**config.mk**
```make
export PLATFORM = sky130hd
export DESIGN_NAME = rx_freq_error_and_bit_sync
export DESIGN_NICKNAME = d
export VERILOG_FILES = /design/src/hdl/rx_sync_pkg.sv /design/src/hdl/rx_freq_error_and_bit_sync.sv
export SDC_FILE = /design/constraint.sdc
export NUM_CORES = 1
export LEC_CHECK = 0
export CAP_MARGIN = 10
export CORE_MARGIN = 3
export CORE_UTILIZATION = 47
export DETAILED_ROUTE_END_ITERATION = 12
export DONT_BUFFER_PORTS = 1
export GPL_ROUTABILITY_DRIVEN = 0
export PLACE_DENSITY = 0.73
export SYNTH_ARGS = -nofsm -noshare
export SYNTH_HDL_FRONTEND = slang
export SYNTH_SLANG_ARGS = --single-unit
```
**constraint.sdc**
```tcl
create_clock -name clk_i -period 3.5 [get_ports clk_i]
set_clock_uncertainty 0.05 [all_clocks]
set_input_delay 1.05 -clock clk_i [delete_from_list [all_inputs] [get_ports clk_i]]
set_output_delay 1.05 -clock clk_i [all_outputs]
set_load 0.005 [all_outputs]
```
**src/hdl/rx_sync_pkg.sv**
```systemverilog
// Constants, register map and carrier types for the receive estimator and bit synchronizer
package rx_sync_pkg;

  localparam logic [6:0] ADDR_FRONT_END   = 7'h00;
  localparam logic [6:0] ADDR_MOD_FILTER  = 7'h01;
  localparam logic [6:0] ADDR_CLK_SHIFT   = 7'h06;
  localparam logic [6:0] ADDR_RATE_PRESC  = 7'h07;
  localparam logic [6:0] ADDR_FEE_CTRL    = 7'h15;
  localparam logic [6:0] ADDR_FEE_RESULT  = 7'h16;

  localparam logic [7:0] RST_REG          = 8'h00;

  // Field positions
  localparam int SYNC_EN_BIT    = 3;
  localparam int MODE_LSB       = 1;
  localparam int MOD_SHIFT_LSB  = 4;
  localparam int SYNC_SHIFT_LSB = 1;
  localparam int TX_S2_BIT      = 0;
  localparam int TX_S10_LSB     = 6;
  localparam int PRESC_LSB      = 0;
  localparam int EST_MODE_LSB   = 0;
  localparam int WINDOW_LSB     = 2;

  localparam logic [1:0] MODE_RX        = 2'h2;
  localparam logic [1:0] EST_OFF        = 2'h0;
  localparam logic [1:0] EST_UP         = 2'h1;
  localparam logic [1:0] EST_DN         = 2'h2;
  localparam logic [1:0] EST_BOTH       = 2'h3;

  localparam logic [6:0] WINDOW_BASE    = 7'h08;
  localparam logic [3:0] SYNC_OVERSAMP  = 4'hf;
  localparam logic [3:0] PHASE_CENTER   = 4'h8;
  localparam logic [7:0] CNT_MAX        = 8'h7f;
  localparam logic [7:0] CNT_MIN        = 8'h80;
  localparam logic [2:0] SHIFT_TOP      = 3'h7;
  localparam logic [4:0] FRAME_ADDR_END = 5'h08;
  localparam logic [4:0] FRAME_END      = 5'h10;
  localparam int         NUM_DIV        = 3;

  typedef struct packed {
    logic       sync_en;
    logic [1:0] mode;
    logic [2:0] mod_shift;
    logic [2:0] sync_shift;
    logic [2:0] tx_shift;
    logic [5:0] prescaler;
    logic [1:0] est_mode;
    logic [1:0] window;
  } cfg_s;

  typedef struct packed {
    logic       clk;
    logic       sel;
    logic       din;
  } prog_pins_s;

endpackage

```
**src/hdl/rx_freq_error_and_bit_sync.sv**
```systemverilog
// Frequency error estimator, bit synchronizer, shared prescaler and serial programming port
`timescale 1ns/100ps

// Contract
// - Estimator inputs are demodulator up pulses for ones and down pulses for zeros.
// - Mode field: 00 off, 01 up only, 10 down only, 11 both.
// - Combined mode: up increments, down decrements the counter.
// - Window field selects 8, 16, 32 or 64 symbols.
// - Result readable as eight bits at the result register address.
// - Negative results are stored in two's complement.
// - Only down-only and combined modes can give negative results.
// - Synchronizer runs only in receive mode with sync enable set; drives clock pin.
// - Recovered clock runs at the bit rate, as the numeric example shows.
// - Each received bit changes on the data pin at recovered clock rise.
// - Synchronizer clock is programmed to sixteen times the bit rate.
// - Sync clock is reference over prescaler times two to (7 minus shift).
// - One prescaler also feeds modulator and transmit rate dividers.
// - Synchronizer locks within 22 bits from worst initial phase.
// - Registers are written and read over a three-wire serial port.
module rx_freq_error_and_bit_sync
  import rx_sync_pkg::*;
(
  input  wire logic clk_i,
  input  wire logic rst_n_i,
  input  wire logic ce_i,
  input  wire logic prog_clk_i,
  input  wire logic prog_sel_i,
  input  wire logic prog_data_i,
  output logic      prog_data_o,
  output logic      prog_data_oe_o,
  input  wire logic demod_data_i,
  input  wire logic up_pulse_i,
  input  wire logic dn_pulse_i,
  output logic      recovered_clock_pin_o,
  output logic      data_io_pin_o,
  output logic      data_io_pin_oe_o,
  output logic      mod_clk_tick_o,
  output logic      tx_rate_tick_o
);

  logic [7:0] reg_front_ff, reg_modf_ff, reg_shift_ff, reg_presc_ff, reg_fee_ctrl_ff;
  logic [7:0] fee_result_ff;
  cfg_s       cfg;

  // Serial port: pins pass two flip-flops, edges seen between stage two and three
  prog_pins_s meta_ff, sync_ff, last_ff;
  logic       prog_rise, prog_fall;
  logic [4:0] bit_cnt_ff;
  logic [7:0] addr_sh_ff;
  logic [7:0] data_sh_ff;
  logic [7:0] out_sh_ff;
  logic       rd_oe_ff;
  logic       wr_stb;
  logic [7:0] rd_data;

  assign prog_rise = sync_ff.clk & ~last_ff.clk;
  assign prog_fall = ~sync_ff.clk & last_ff.clk;

  always_ff @(posedge clk_i or negedge rst_n_i) begin
    if (!rst_n_i) begin
      meta_ff <= '0;
      sync_ff <= '0;
      last_ff <= '0;
    end else if (ce_i) begin
      meta_ff <= '{clk: prog_clk_i, sel: prog_sel_i, din: prog_data_i};
      sync_ff <= meta_ff;
      last_ff <= sync_ff;
    end
  end

  // Frame: read flag and seven address bits, then eight data bits, MSB first
  always_ff @(posedge clk_i or negedge rst_n_i) begin
    if (!rst_n_i) begin
      bit_cnt_ff <= '0;
      addr_sh_ff <= '0;
      data_sh_ff <= '0;
    end else if (ce_i) begin
      if (!sync_ff.sel) begin
        bit_cnt_ff <= '0;
      end else if (prog_rise && bit_cnt_ff != FRAME_END) begin
        bit_cnt_ff <= bit_cnt_ff + 5'h01;
        if (bit_cnt_ff < FRAME_ADDR_END) begin
          addr_sh_ff <= {addr_sh_ff[6:0], sync_ff.din};
        end else begin
          data_sh_ff <= {data_sh_ff[6:0], sync_ff.din};
        end
      end
    end
  end

  assign wr_stb = sync_ff.sel && prog_rise && bit_cnt_ff == FRAME_END - 5'h01 && !addr_sh_ff[7];

  always_comb begin
    case ({addr_sh_ff[5:0], sync_ff.din})
      ADDR_FRONT_END:  rd_data = reg_front_ff;
      ADDR_MOD_FILTER: rd_data = reg_modf_ff;
      ADDR_CLK_SHIFT:  rd_data = reg_shift_ff;
      ADDR_RATE_PRESC: rd_data = reg_presc_ff;
      ADDR_FEE_CTRL:   rd_data = {4'h0, reg_fee_ctrl_ff[3:0]};
      ADDR_FEE_RESULT: rd_data = fee_result_ff;
      default:         rd_data = 8'h00;
    endcase
  end

  // Read data loads as the last address bit arrives and shifts on each falling edge after the first data bit
  always_ff @(posedge clk_i or negedge rst_n_i) begin
    if (!rst_n_i) begin
      out_sh_ff <= '0;
      rd_oe_ff  <= 1'b0;
    end else if (ce_i) begin
      if (!sync_ff.sel) begin
        rd_oe_ff <= 1'b0;
      end else if (prog_rise && bit_cnt_ff == FRAME_ADDR_END - 5'h01) begin
        out_sh_ff <= rd_data;
        rd_oe_ff  <= addr_sh_ff[6];
      end else if (prog_fall && rd_oe_ff && bit_cnt_ff > FRAME_ADDR_END) begin
        out_sh_ff <= {out_sh_ff[6:0], 1'b0};
      end
    end
  end

  assign prog_data_o    = out_sh_ff[7];
  assign prog_data_oe_o = rd_oe_ff;

  always_ff @(posedge clk_i or negedge rst_n_i) begin
    if (!rst_n_i) begin
      reg_front_ff    <= RST_REG;
      reg_modf_ff     <= RST_REG;
      reg_shift_ff    <= RST_REG;
      reg_presc_ff    <= RST_REG;
      reg_fee_ctrl_ff <= RST_REG;
    end else if (ce_i && wr_stb) begin
      case (addr_sh_ff[6:0])
        ADDR_FRONT_END:  reg_front_ff    <= {data_sh_ff[6:0], sync_ff.din};
        ADDR_MOD_FILTER: reg_modf_ff     <= {data_sh_ff[6:0], sync_ff.din};
        ADDR_CLK_SHIFT:  reg_shift_ff    <= {data_sh_ff[6:0], sync_ff.din};
        ADDR_RATE_PRESC: reg_presc_ff    <= {data_sh_ff[6:0], sync_ff.din};
        ADDR_FEE_CTRL:   reg_fee_ctrl_ff <= {4'h0, data_sh_ff[2:0], sync_ff.din};
        default:         reg_front_ff    <= reg_front_ff;
      endcase
    end
  end

  assign cfg = '{sync_en:    reg_front_ff[SYNC_EN_BIT],
                 mode:       reg_front_ff[MODE_LSB +: 2],
                 mod_shift:  reg_shift_ff[MOD_SHIFT_LSB +: 3],
                 sync_shift: reg_shift_ff[SYNC_SHIFT_LSB +: 3],
                 tx_shift:   {reg_shift_ff[TX_S2_BIT], reg_presc_ff[TX_S10_LSB +: 2]},
                 prescaler:  reg_presc_ff[PRESC_LSB +: 6],
                 est_mode:   reg_fee_ctrl_ff[EST_MODE_LSB +: 2],
                 window:     reg_fee_ctrl_ff[WINDOW_LSB +: 2]};

  // Shared prescaler; a setting of zero acts as one
  logic [5:0] pre_cnt_ff;
  logic       ref_tick;
  logic [2:0] div_shift [NUM_DIV];
  logic       div_tick  [NUM_DIV];
  logic       sync_tick;

  assign ref_tick = (pre_cnt_ff + 6'h01 >= cfg.prescaler);

  always_ff @(posedge clk_i or negedge rst_n_i) begin
    if (!rst_n_i) begin
      pre_cnt_ff <= '0;
    end else if (ce_i) begin
      pre_cnt_ff <= ref_tick ? 6'h00 : pre_cnt_ff + 6'h01;
    end
  end

  assign div_shift[0] = cfg.sync_shift;
  assign div_shift[1] = cfg.mod_shift;
  assign div_shift[2] = cfg.tx_shift;

  // Three power-of-two dividers all fed by the one prescaler
  for (genvar d = 0; d < NUM_DIV; d++) begin : g_div
    logic [6:0] cnt_ff;
    logic [6:0] limit;
    assign limit       = 7'((8'h01 << (SHIFT_TOP - div_shift[d])) - 8'h01);
    assign div_tick[d] = ref_tick && cnt_ff >= limit;
    always_ff @(posedge clk_i or negedge rst_n_i) begin
      if (!rst_n_i) begin
        cnt_ff <= '0;
      end else if (ce_i && ref_tick) begin
        cnt_ff <= div_tick[d] ? 7'h00 : cnt_ff + 7'h01;
      end
    end
  end

  assign sync_tick      = div_tick[0];
  assign mod_clk_tick_o = div_tick[1];
  assign tx_rate_tick_o = div_tick[2];

  // Bit synchronizer: sixteen samples a bit, edges nudge phase toward zero
  logic       sync_active;
  logic [3:0] phase_ff;
  logic [3:0] nxt_phase;
  logic       samp_ff;
  logic       rclk_ff;
  logic       data_out_ff;
  logic       sym_tick;

  assign sync_active = cfg.sync_en && cfg.mode == MODE_RX;

  always_comb begin
    nxt_phase = phase_ff + 4'h1;
    if (demod_data_i != samp_ff && phase_ff != 4'h0) begin
      nxt_phase = phase_ff < PHASE_CENTER ? phase_ff : 4'(phase_ff + 4'h2);
    end
  end

  assign sym_tick = sync_active && sync_tick && nxt_phase[3] && !rclk_ff;

  always_ff @(posedge clk_i or negedge rst_n_i) begin
    if (!rst_n_i) begin
      phase_ff <= '0;
      samp_ff  <= 1'b0;
      rclk_ff  <= 1'b0;
    end else if (ce_i) begin
      if (!sync_active) begin
        phase_ff <= '0;
        rclk_ff  <= 1'b0;
      end else if (sync_tick) begin
        phase_ff <= nxt_phase;
        samp_ff  <= demod_data_i;
        rclk_ff  <= nxt_phase[3];
      end
    end
  end

  always_ff @(posedge clk_i or negedge rst_n_i) begin
    if (!rst_n_i) begin
      data_out_ff <= 1'b0;
    end else if (ce_i) begin
      if (!sync_active) begin
        data_out_ff <= demod_data_i;
      end else if (sym_tick) begin
        data_out_ff <= samp_ff;
      end
    end
  end

  assign recovered_clock_pin_o = rclk_ff;
  assign data_io_pin_o         = data_out_ff;
  assign data_io_pin_oe_o      = cfg.mode == MODE_RX;

  // Frequency error estimator; a pulse on the closing cycle opens the next window
  logic [7:0] fee_cnt_ff;
  logic [6:0] sym_cnt_ff;
  logic [6:0] window_len;
  logic       win_done;
  logic       do_inc;
  logic       do_dec;

  assign window_len = WINDOW_BASE << cfg.window;
  assign win_done   = sym_tick && sym_cnt_ff + 7'h01 >= window_len;
  assign do_inc     = up_pulse_i && cfg.est_mode[0] && !(cfg.est_mode == EST_BOTH && dn_pulse_i);
  assign do_dec     = dn_pulse_i && cfg.est_mode[1] && !(cfg.est_mode == EST_BOTH && up_pulse_i);

  always_ff @(posedge clk_i or negedge rst_n_i) begin
    if (!rst_n_i) begin
      fee_cnt_ff <= '0;
      sym_cnt_ff <= '0;
    end else if (ce_i) begin
      if (cfg.est_mode == EST_OFF || win_done) begin
        fee_cnt_ff <= do_inc ? 8'h01 : do_dec ? 8'hff : 8'h00;
        sym_cnt_ff <= '0;
      end else begin
        if (sym_tick) begin
          sym_cnt_ff <= sym_cnt_ff + 7'h01;
        end
        if (do_inc && fee_cnt_ff != CNT_MAX) begin
          fee_cnt_ff <= fee_cnt_ff + 8'h01;
        end else if (do_dec && fee_cnt_ff != CNT_MIN) begin
          fee_cnt_ff <= fee_cnt_ff - 8'h01;
        end
      end
    end
  end

  always_ff @(posedge clk_i or negedge rst_n_i) begin
    if (!rst_n_i) begin
      fee_result_ff <= '0;
    end else if (ce_i && win_done && cfg.est_mode != EST_OFF) begin
      fee_result_ff <= fee_cnt_ff;
    end
  end
endmodule

```
## Word-level counts from Yosys, hierarchy flattened

Index checks and enable logic that the tools add are counted.

| operators by class | value |
|---|---|
| $add $sub $neg | 16 |
| muxes and demuxes | 26 |
| eq/ne operators | 22 |
| order comparisons | 8 |
| bitwise logic cells | 5 |
| reductions and logical operators | 57 |
| shift operators | 4 |

Operators by type and width:

| kind | number |
|---|---|
| two-way mux 8 bit | 7 |
| one-hot mux 8 bit (6 select lines) | 1 |
| two-way mux 7 bit | 5 |
| adder 7 x 1 -> 7 bit (second input constant) | 4 |
| == test 7 x 3 -> 1 bit (second input constant) | 4 |
| >= comparator 7 bit | 4 |
| logical AND 1 bit | 28 |
| AND reduction 2 bit | 11 |
| == test 7 x 5 -> 1 bit (second input constant) | 3 |
| << shifter 1 x 3 -> 7 bit (first input constant) | 3 |
| subtractor 7 x 1 -> 7 bit (second input constant) | 3 |
| two-way mux 4 bit | 4 |
| == test 7 x 1 -> 1 bit (second input constant) | 2 |
| logical NOT 7 bit | 2 |
| two-way mux 5 bit | 2 |
| AND reduction 3 bit | 3 |
| subtractor 3 bit (first input constant) | 3 |
| adder 8 x 1 -> 8 bit (second input constant) | 1 |
| != test 8 x 7 -> 1 bit (second input constant) | 1 |
| != test 8 bit (second input constant) | 1 |
| AND reduction 4 bit | 2 |
| subtractor 8 x 1 -> 8 bit (second input constant) | 1 |
| << shifter 4 x 2 -> 7 bit (first input constant) | 1 |
| adder 6 x 1 -> 6 bit (second input constant) | 1 |
| other kinds (25) | 41 |

| storage, ports and cells | value |
|---|---|
| flip-flop bits (word level) | 129 |
| output and inout port bits | 7 |

## Depth between registers and ports, before layout

Gate-level depths: netlist of run 1.

| depth | value |
|---|---|
| word-level depth | 12 |
| depth in mapped cells | 16 |
| mapped depth without buffers | 14 |

## Worst setup path after synthesis of run 1

Ideal clock, no wire load.

| timing | value |
|---|---|
| path kind | reg-to-reg |
| start | register reg_shift_ff[3] |
| end | register fee_cnt_ff[0] |
| library setup time | 0.125 ns |
| period minus slack after synthesis | 3.415 ns |
| arrival | 3.240 ns |
| cell stages (with the launch flop) | 16 |
| slack | 0.085 ns |
| data required time | 3.325 ns |
| buffers on the path | 2 |
| cell sequence | dfrtp_1 -> clkbuf_1 -> nand3_1 -> ha_1 -> inv_1 -> nand2_1 -> o21ai_0 -> a21oi_1 -> ha_1 -> a21o_1 -> a221o_1 -> a41o_1 -> a31o_2 -> o21ai_1 -> buf_4 -> mux2_2 |

| between the ends | value |
|---|---|
| longest elaborated chain between the ends | 12 |
| elaborated cells on any way between the ends | 13 |
| those cells by class | add/sub: 2; order compare: 1; shift: 1; mux: 1; reduce/logical: 8 |

Ends and longest elaborated chain:

| what | line | text |
|---|---|---|
| start, declared | rx_freq_error_and_bit_sync.sv:41 | `logic [7:0] reg_front_ff, reg_modf_ff, reg_shift_ff, reg_presc_ff, reg_fee_ctrl_ff;` |
| start signal, assigned | rx_freq_error_and_bit_sync.sv:136 | `ADDR_CLK_SHIFT: reg_shift_ff <= {data_sh_ff[6:0], sync_ff.din};` |
| subtractor 3 bit * | rx_freq_error_and_bit_sync.sv:178 | `assign limit = 7'((8'h01 << (SHIFT_TOP - div_shift[d])) - 8'h01);` |
| << shifter 1 x 3 -> 7 bit * | rx_freq_error_and_bit_sync.sv:178 |  |
| subtractor 7 x 1 -> 7 bit * | rx_freq_error_and_bit_sync.sv:178 |  |
| >= comparator 7 bit * | rx_freq_error_and_bit_sync.sv:179 | `assign div_tick[d] = ref_tick && cnt_ff >= limit;` |
| logical AND 1 bit * | rx_freq_error_and_bit_sync.sv:179 |  |
| logical AND 1 bit * (3 in series) | rx_freq_error_and_bit_sync.sv:211 | `assign sym_tick = sync_active && sync_tick && nxt_phase[3] && !rclk_ff;` |
| logical AND 1 bit * | rx_freq_error_and_bit_sync.sv:255 | `assign win_done = sym_tick && sym_cnt_ff + 7'h01 >= window_len;` |
| logical OR 1 bit * | rx_freq_error_and_bit_sync.sv:264 | `if (cfg.est_mode == EST_OFF \|\| win_done) begin` |
| nonzero test 3 bit (no line) | -- |  |
| AND reduction 2 bit (no line) | -- |  |
| end signal, assigned | rx_freq_error_and_bit_sync.sv:265 | `fee_cnt_ff <= do_inc ? 8'h01 : do_dec ? 8'hff : 8'h00;` |
| end signal, assigned | rx_freq_error_and_bit_sync.sv:272 | `fee_cnt_ff <= fee_cnt_ff + 8'h01;` |
| end signal, assigned | rx_freq_error_and_bit_sync.sv:274 | `fee_cnt_ff <= fee_cnt_ff - 8'h01;` |
| end, declared | rx_freq_error_and_bit_sync.sv:247 | `logic [7:0] fee_cnt_ff;` |

Every way passes the cells marked *; elsewhere a longest branch is shown, timed or not.
A chain may end at the register's enable or synchronous reset.

## Worst setup path in the final report of run 1

| timing | value |
|---|---|
| start | register reg_shift_ff[4] |
| end | output mod_clk_tick_o |

| between the ends | value |
|---|---|
| longest elaborated chain between the ends | 5 |

Ends and longest elaborated chain:

| what | line | text |
|---|---|---|
| subtractor 3 bit | rx_freq_error_and_bit_sync.sv:178 |  |
| << shifter 1 x 3 -> 7 bit | rx_freq_error_and_bit_sync.sv:178 |  |
| subtractor 7 x 1 -> 7 bit | rx_freq_error_and_bit_sync.sv:178 |  |
| >= comparator 7 bit | rx_freq_error_and_bit_sync.sv:179 |  |
| logical AND 1 bit | rx_freq_error_and_bit_sync.sv:179 |  |
| end, declared | rx_freq_error_and_bit_sync.sv:37 | `output logic mod_clk_tick_o,` |

Every way passes these cells.

==> results.toml, run 1 <==
[run]
drv_cap = 0

[critical_path]
r2r_slack_ns = 0.09
r2r_start = "reg_shift_ff[4]$_DFFE_PN0P_"
r2r_cells = 22
cp.required_ns = 2.40
cp-startpoint = "reg_shift_ff[4]$_DFFE_PN0P_"
critPathArrivalTime_ns = 2.46
crit_path_end_kind = "output pin"
critPathKind = "reg2out"
crit_fanout = 4
startpoint_type = "flop"
r2r-end = "g_div[1].cnt_ff[2]$_DFFE_PN0P_"

[floorplanning]
die_area_um2 = 17340
die_y_um = 131.7
die_x_um = 131.7
fp.coreArea_um2 = 15310
initial_core_util = 0.4846
row_count = 45
io_pins = 16

[finish]
post-route-util = 0.5675
syn_to_final_growth_pct = 17.09
fin_area_um2 = 8691
n_antenna_cell = 0
nNetsFinal = 823
drive_gt1_frac = 0.2490

[drt]
drt_iter0_drc = 402
via_per_inst = 5.805
routed_wl_um = 16910
drc = 0
routedWlPerCell_um = 17.15
routed-via-count = 5724
drtAntennaViolNets = 0
drtPass1Iterations = 6

[clock_tree]
numCtsBuffers = 17
cts.sinks = 128
h-tree-depth = 4
clkTransAtPathRegs_ns = 0.06
cts_root_buffer = "clkbuf_16"
cts_tree = "built"
clk_path_buf_depth = 2
clk_latency_ns = 0.42
ctsHoldBuffers = 0

[synthesis]
synth_nets = 786
synthesis.area_um2 = 7422
ys_top_cells_by_count = "128 x dfrtp_1, 77 x nand2_1, 72 x mux2_2"
async_flop_share = 1.000
postSynthAreaPerCell_um2 = 10.24
synth_cell_types = 63
synth_edf_count = 0
yosysWarnings = 0
synth_most_common_cell = "dfrtp_1"
yosys.area.top_type_share = 0.4316
synth_top_area_cell = "dfrtp_1"
yosys-top-cells-area = "dfrtp_1 43%, mux2_2 11%, ha_1 8.6%"
ys_seq_area_frac = 0.4316
ys_seq_elements = 128
synthCells = 725
synth_flop_cell = "dfrtp_1"

[pwr]
ir_worst_vdd_uv = 370.7
cellPowerDensity_nw_per_um2 = 451.2
leakage_nw = 4.075

[place]
dp_hpwl_um = 11430
portBuffers = 0
detailedPlace.worstSlack_ns = -0.07705
post_dp_cell_area_um2 = 7701

[global_route]
grt_max_degree = 129
grt_overflow_total = 0
grt_pass1_vias = 5754
grtUsageTotal = 0.2003
antenna_found_initial = 0
grt_pass1_wl_um = 28300

[timing]
period_needed_ns = 3.565
slew_violations = 0
hold_ws_ns = 0.2794
worst_slew_pin_slew_ns = 0.9129
setup_viol = 1
fmax_mhz = 280.5
slew_headroom = 0.3892
tns_ns = -0.06497
hold_violations = 0
layout_setup_ws_ns = -0.06497
rsz0062_at_grt = "true"
finalCritPeriodShare = 1.019

[hold_path]
holdCritPathClass = "in2async"

[status]
violations = "negative setup slack"
outcome = "finished with violations"
-- final cells by class --
| type | count | area, um2 |
|---|---|---|
| fill | 1287 | 6624 |
| timing repair buffer | 46 | 362.8 |
| clock inverter | 13 | 160.2 |
| clock buffer | 19 | 442.9 |
| tap | 211 | 264.0 |
| multi-input combinational | 541 | 4145 |
| inverter | 28 | 107.6 |
| sequential | 128 | 3208 |
-- timing repair --
| item | in CTS | in global routing |
|---|---|---|
| gates resized for setup | 9 | 31 |
| hold endpoints to repair | 0 | 0 |
| endpoints found under the setup margin | 9 | 29 |
| setup buffers | 20 | 7 |
| pin swaps | 5 | 18 |
| gates cloned | 0 | 1 |
-- layer usage --
| layer | vias up | track usage | routed length [um] |
|---|---|---|---|
| met5 | - | 0 | 0 |
| met4 | 0 | 0.06009 | 271 |
| met3 | 26 | 0.05283 | 675 |
| met2 | 127 | 0.3307 | 8384 |
| met1 | 2857 | 0.2593 | 7581 |
| li1 | 2714 | - | - |
-- critical path: stages, from the launching register on --
cell and delay, ns:
dfrtp_1 0.40, nand3b_1 0.22, ha_4 0.21, inv_4 0.06, nand2_2 0.05, o21ai_1 0.12, a21oi_1 0.08, ha_1 0.33
a21oi_2 0.15, o21ai_2 0.08, a31oi_2 0.27, nor2_2 0.08
-- metrics by stage --
stage | power [mW] | cells
6_report | 3.921 | 986
5_1_grt | 4.082 | 986
4_1_cts | 3.896 | 978
3_5_place_dp | 2.062 | 926
3_3_place_gp | 2.041 | 926
2_1_floorplan | 1.995 | 725
-- cells in the final DEF, fill, tap and decap left out, drive strengths merged, types with 5 or more instances in the layout --
master / count
a21oi: 25
o22ai: 5
nor2: 33
and2: 6
inv: 30
mux2: 72
buf: 46
nand2b: 9
nand3b: 7
and3: 10
or2: 5
a31oi: 5
ha: 51
nand4: 9
mux2i: 14
or3: 5
a21o: 9
nor3: 10
dfrtp: 128
o31ai: 9
clkbuf: 19
a22o: 7
nand2: 79
clkinv: 6
xnor2: 10
xor2: 11
nand3: 23
o21ai: 63
nor2b: 6
a22oi: 7
-- worst max path at each step --
stage | to | slack, ns | cells past startpoint
2_1_floorplan | fee_cnt_ff[0]$_DFFE_PN0P_ | 0.08 | 15
3_3_place_gp | fee_cnt_ff[3]$_DFFE_PN0P_ | 0.06 | 14
3_5_place_dp | fee_cnt_ff[2]$_DFFE_PN0P_ | -0.08 | 14
4_1_cts | fee_cnt_ff[2]$_DFFE_PN0P_ | 0.001 | 14
5_1_grt | mod_clk_tick_o | -0.20 | 11
6_report | mod_clk_tick_o | -0.06 | 11
-- logic make-up after synthesis --
logic type	after synthesis	share of synthesized area
DFF	128	0.4316
adders and majority gates	52	0.08867
muxes	86	0.1281
xor gates and xnor gates	21	0.02478
and+or+nand+nor	218	0.1554
buffers and inverters	56	0.03034
AOI/OAI and AO/OA	164	0.1411
-- sequential cells by signal, indices dropped and copies added (netlist names) --
register	flops
reg_fee_ctrl_ff	4
samp_ff	1
data_io_pin_o	1
meta_ff	3
reg_presc_ff	8
fee_cnt_ff	8
reg_modf_ff	8
addr_sh_ff	8
sync_ff	3
pre_cnt_ff	6
bit_cnt_ff	5
last_ff	1
g_div.cnt_ff	21
out_sh_ff	8
reg_shift_ff	8
prog_data_oe_o	1
reg_front_ff	8
phase_ff	4
data_sh_ff	7
fee_result_ff	8
sym_cnt_ff	7
-- where the power goes --
group / total [mW] / internal [mW] / switching, mW
combinational: 0.410 / 0.203 / 0.207
clock: 1.81 / 1.14 / 0.674
sequential: 1.70 / 1.55 / 0.148
Note: power is estimated with default switching activity, not from simulation.
==> inputs of run 2 (changes only) <==
Settings changed: CORE_UTILIZATION 47 to 58, PLACE_DENSITY 0.73 to 0.85.
==> run 2 against run 1 <==
Against the previous run: the flow still finishes with violations (negative setup slack); fmax up 0.71%; highest routed layer unchanged; wire length up 5.5%; sequential power about the same.
==> results.toml, run 2 (synthesized netlist as in run 1, its figures left out) <==
[critical_path]
r2r-end = "fee_cnt_ff[6]$_DFFE_PN0P_"
path_cells = "nand3_1 -> ha_2 -> inv_2 -> nand2_2 -> o21ai_2 -> a21oi_1 -> ha_1 -> a21oi_2 -> o21ai_1 -> a31oi_1 -> nor2_1"
crit_fanout = 8
cp.required_ns = 2.40
max_stage_delay_ns = 0.45
r2r_start = "reg_shift_ff[3]$_DFFE_PN0P_"
critPathArrivalTime_ns = 2.44
startpoint_type = "flop"
crit_path_end_kind = "output pin"
path_delay_family = "compound AO/OA/AOI/OAI gates"
r2r_slack_ns = 0.04
critPathKind = "reg2out"
cp.buffers_inverters = 1
critPathSlowestCell = "dfrtp_2"
r2r_cells = 13

[timing]
worst_slew_pin_slew_ns = 0.8851
slew_violations = 0
finalCritPeriodShare = 1.011
fmax_mhz = 282.5
rsz0062_at_grt = "true"
tns_ns = -0.03991
hold_ws_ns = 0.2714
hold_violations = 0
period_needed_ns = 3.540
setup_viol = 1
slew_headroom = 0.4099
layout_setup_ws_ns = -0.03991

[drt]
drtPass1Iterations = 6
drt_iter0_drc = 562
via_per_inst = 6.303
routed-via-count = 5937
routedWlPerCell_um = 18.93
drc = 0
drtAntennaViolNets = 0
routed_wl_um = 17840

[finish]
drive_gt1_frac = 0.2494
final_common_cell = "dfrtp_1"
nNetsFinal = 822
multi_input_area_um2 = 4124
most-common-layout-cells = "122 x dfrtp_1, 75 x nand2_1, 72 x mux2_2"
fill_cells = 826
fin_area_um2 = 8562
post-route-util = 0.6983
largest_reg_flops = 21
regMostFlops = "g_div.cnt_ff"
n_antenna_cell = 0
syn_to_final_growth_pct = 15.36
seq_area_um2 = 3211

[floorplanning]
fp.coreArea_um2 = 12260
row_count = 40
die_area_um2 = 14190
die_y_um = 119.1
die_x_um = 119.1
io_pins = 16
initial_core_util = 0.6053

[global_route]
grtUsageTotal = 0.2529
grt_pass1_wl_um = 28640
grt_overflow_total = 0
grt_pass1_vias = 5864
grt_max_degree = 129
antenna_found_initial = 0

[run]
drv_cap = 0

[hold_path]
holdCritPathClass = "in2async"

[clock_tree]
cts.sinks = 128
cts_root_buffer = "clkbuf_16"
clkTransAtPathRegs_ns = 0.06
clk_latency_ns = 0.43
numCtsBuffers = 17
clk_path_buf_depth = 2
cts_tree = "built"
h-tree-depth = 4
ctsHoldBuffers = 0

[place]
portBuffers = 0
post_dp_cell_area_um2 = 7617
detailedPlace.worstSlack_ns = -0.0008828
dp_hpwl_um = 11450

[status]
outcome = "finished with violations"
violations = "negative setup slack"

[pwr]
ir_worst_vdd_uv = 527.2
cellPowerDensity_nw_per_um2 = 446.0
leakage_nw = 4.045
-- run 2: cell types whose count changed in the layout (fill, tap and decap cells not counted), sizes merged --
cell | previous run | this run
buf | 46 | 45
bufinv | 3 | 1
clkbuf | 19 | 20
clkinv | 6 | 5
clkinvlp | 2 | 4
-- run 2: worst reg2reg max path, cell delays in order (launching register included) --
cell	delay, ns
dfrtp_1	0.42
buf_4	0.15
buf_4	0.15
or2_2	0.33
a21oi_1	0.14
a31oi_1	0.06
ha_1	0.31
and2_4	0.17
a221o_1	0.37
a41o_1	0.25
a31o_4	0.29
o21ai_4	0.18
buf_6	0.14
mux2_2	0.33
-- run 2: stage by stage --
stage          instances  power, mW
2_1_floorplan        725      1.995
6_report             942      3.818
3_3_place_gp         879      2.039
3_5_place_dp         879      2.067
4_1_cts              917      3.780
5_1_grt              942      3.977
-- run 2: cell type report --
type | count | area share
multi-input combinational | 541 | 0.4817
timing repair buffer | 45 | 0.04033
inverter | 28 | 0.01228
clock buffer | 20 | 0.05334
clock inverter | 12 | 0.01286
sequential | 128 | 0.3750
tap | 168 | 0.02455
-- run 2: worst max-delay path by stage --
| stage | endpoint | from | slack, ns | cells after the start |
|---|---|---|---|---|
| 2_1_floorplan | fee_cnt_ff[0]$_DFFE_PN0P_ | reg_shift_ff[3]$_DFFE_PN0P_ | 0.08 | 15 |
| 3_3_place_gp | fee_cnt_ff[5]$_DFFE_PN0P_ | reg_shift_ff[1]$_DFFE_PN0P_ | 0.15 | 14 |
| 3_5_place_dp | fee_cnt_ff[5]$_DFFE_PN0P_ | reg_shift_ff[1]$_DFFE_PN0P_ | -0.0009 | 14 |
| 4_1_cts | mod_clk_tick_o | reg_shift_ff[4]$_DFFE_PN0P_ | -0.02 | 11 |
| 5_1_grt | mod_clk_tick_o | reg_shift_ff[4]$_DFFE_PN0P_ | -0.20 | 10 |
| 6_report | mod_clk_tick_o | reg_shift_ff[6]$_DFFE_PN0P_ | -0.04 | 11 |
-- run 2: routing by layer --
metal,up-vias,share of wire,GRT usage
met1,2933,0.40,0.3094
met2,229,0.51,0.4232
li1,2718,-,-
met3,57,0.058,0.06268
met4,0,0.030,0.1130
met5,-,0,0
-- run 2: power by group --
group / switching (mW) / internal (mW) / total, mW
Clock: 0.676 / 1.01 / 1.69
Sequential: 0.150 / 1.55 / 1.70
Combinational: 0.215 / 0.212 / 0.427
-- run 2: what timing repair did --
item / CTS / global route
pin swaps: 1 / 12
endpoints found under the hold margin: 0 / 0
buffers inserted: 5 / 25
resized for setup: 13 / 27
endpoints found under the setup margin: 8 / 24
gates cloned: 1 / 0
==> inputs of run 3 (changes only) <==
Settings changed: CORE_UTILIZATION 58 to 65, PLACE_DENSITY 0.85 to 0.9.
Clock period 3.5 ns to 4.2 ns, I/O delays scaled along.
==> run 3 against run 2 <==
Against the previous run: the run now ends clean; die area is 10% lower; clock power down 9%; worst hold slack gained 0.17 ns; critical path depth unchanged; first-iteration DRC count grew 13%; final cell count decreased by 7.1%; non-clock buffer count shrank 39; largest power group is now clock; combinational power fell by 28%; clock-buffer cell count shrank 3.
==> results.toml, run 3 (synthesized netlist as in run 1, its figures left out) <==
[drt]
drt_iter0_drc = 633
drtAntennaViolNets = 0
via_per_inst = 6.591
drc = 0
routed-via-count = 5767
routedWlPerCell_um = 19.59
routed_wl_um = 17140
wirelength_met1_um = 6794
wl_met2_um = 8843
drtPass1Iterations = 5
top_layer = "met4"
route.met3.wl_um = 1047

[critical_path]
cp.buffers_inverters = 1
max_stage_delay_ns = 0.45
critPathArrivalTime_ns = 2.70
critPathSlowestCell = "dfrtp_1"
critPathKind = "reg2out"
startpoint_type = "flop"
crit_path_end_kind = "output pin"
path_delay_family = "compound AO/OA/AOI/OAI gates"
cp.required_ns = 2.89
path_cells = "nand3b_1 -> ha_1 -> inv_1 -> nand2_1 -> o21ai_0 -> a21oi_1 -> ha_1 -> a21oi_1 -> o21ai_1 -> a31oi_2 -> nor2_1"
crit_fanout = 8

[finish]
syn_to_final_growth_pct = 9.693
multi_input_area_um2 = 4004
n_antenna_cell = 0
drive_gt1_frac = 0.1782
most-common-layout-cells = "127 x dfrtp_1, 77 x nand2_1, 72 x mux2_2"
largest_reg_flops = 21
fill_cells = 708
nNetsFinal = 783
seq_area_um2 = 3204
regMostFlops = "g_div.cnt_ff"
final_common_cell = "dfrtp_1"

[clock_tree]
numCtsBuffers = 17
cts.sinks = 128
clk_latency_ns = 0.43
clkTransAtPathRegs_ns = 0.06
ctsHoldBuffers = 0
h-tree-depth = 4
cts_tree = "built"
clk_path_buf_depth = 2
cts_root_buffer = "clkbuf_16"

[floorplanning]
die_x_um = 112.9
io_pins = 16
fp.coreArea_um2 = 10980
die_y_um = 112.9
row_count = 38
initial_core_util = 0.6758
die_area_um2 = 12740

[global_route]
grt_overflow_total = 0
grt_pass1_vias = 5957
antenna_found_initial = 0
grt_max_degree = 129
grt_pass1_wl_um = 28750
grtUsageTotal = 0.2828

[timing]
slew_violations = 0
period_needed_ns = 4.005
hold_ws_ns = 0.4413
setup_viol = 0
slew_headroom = 0.2918
worst_slew_pin_slew_ns = 1.051
tns_ns = 0
hold_violations = 0
finalCritPeriodShare = 0.9536
fmax_mhz = 249.7
layout_setup_ws_ns = 0.1950
rsz0062_at_grt = "false"

[pwr]
cellPowerDensity_nw_per_um2 = 400.5
ir_worst_vdd_uv = 460.2
power.total_mw = 3.260
leakage_nw = 3.853

[run]
drv_cap = 0

[place]
detailedPlace.worstSlack_ns = 0.2674
portBuffers = 0
dp_hpwl_um = 11510

[hold_path]
holdCritPathClass = "reg2reg"

[status]
outcome = "finished clean"
## run 3: timing repair
item / 4_1_cts / 5_1_grt
resized for setup: 0 / 4
endpoints found under the setup margin: 0 / 4
buffers inserted: 0 / 1
## run 3: worst reg2reg max path, stage by stage, from the launching register on
cell	delay, ns
dfrtp_1	0.53
nand3_1	0.18
ha_1	0.27
inv_1	0.13
nand2_1	0.08
o21ai_0	0.16
a21oi_1	0.11
ha_1	0.34
a21o_1	0.19
a221o_1	0.34
a41o_1	0.28
a31o_2	0.36
o21ai_2	0.25
buf_4	0.20
mux2_2	0.34
## run 3: per-layer routing
| metal | track usage | vias up |
|---|---|---|
| li1 | - | 2628 |
| met3 | 0.07968 | 62 |
| met5 | 0 | - |
| met4 | 0.09295 | 0 |
| met1 | 0.3363 | 2854 |
| met2 | 0.4953 | 223 |
## run 3: final timing paths
check,startpoint,end,slack (ns),cells after the start
worst max-delay path,reg_shift_ff[4]$_DFFE_PN0P_,mod_clk_tick_o,0.19,11
worst min-delay path,meta_ff[1]$_DFFE_PN0P_,sync_ff[1]$_DFFE_PN0P_,0.44,2
worst max register to register,reg_shift_ff[3]$_DFFE_PN0P_,fee_cnt_ff[2]$_DFFE_PN0P_,0.27,14
worst min register to register,meta_ff[1]$_DFFE_PN0P_,sync_ff[1]$_DFFE_PN0P_,0.44,2
max in group asynchronous,rst_n_i,fee_cnt_ff[6]$_DFFE_PN0P_,3.50,0
min in group asynchronous,rst_n_i,reg_modf_ff[0]$_DFFE_PN0P_,0.47,0
## run 3: area by class of cell
class / count / share of cell area
Multi-Input combinational cell: 541 / 0.4918
Sequential cell: 128 / 0.3936
Timing Repair Buffer: 6 / 0.005533
Inverter: 28 / 0.01291
Clock buffer: 17 / 0.05225
Clock inverter: 15 / 0.02244
Tap cell: 140 / 0.02152
## run 3: report_power, final
| part | internal [mW] | switching, mW | total [mW] |
|---|---|---|---|
| registers | 1.29 | 0.127 | 1.42 |
| logic | 0.139 | 0.170 | 0.309 |
| clock network | 0.939 | 0.594 | 1.53 |
| total | 2.37 | 0.891 | 3.26 |
## run 3: through the flow
step           cell area (um2)    util  std cells
2_1_floorplan             7422       -        725
3_3_place_gp              7515  0.6842        842
3_5_place_dp              7515  0.6842        842
4_1_cts                   8123  0.7396        874
5_1_grt                   8142  0.7413        875
6_report                  8142  0.7413        875
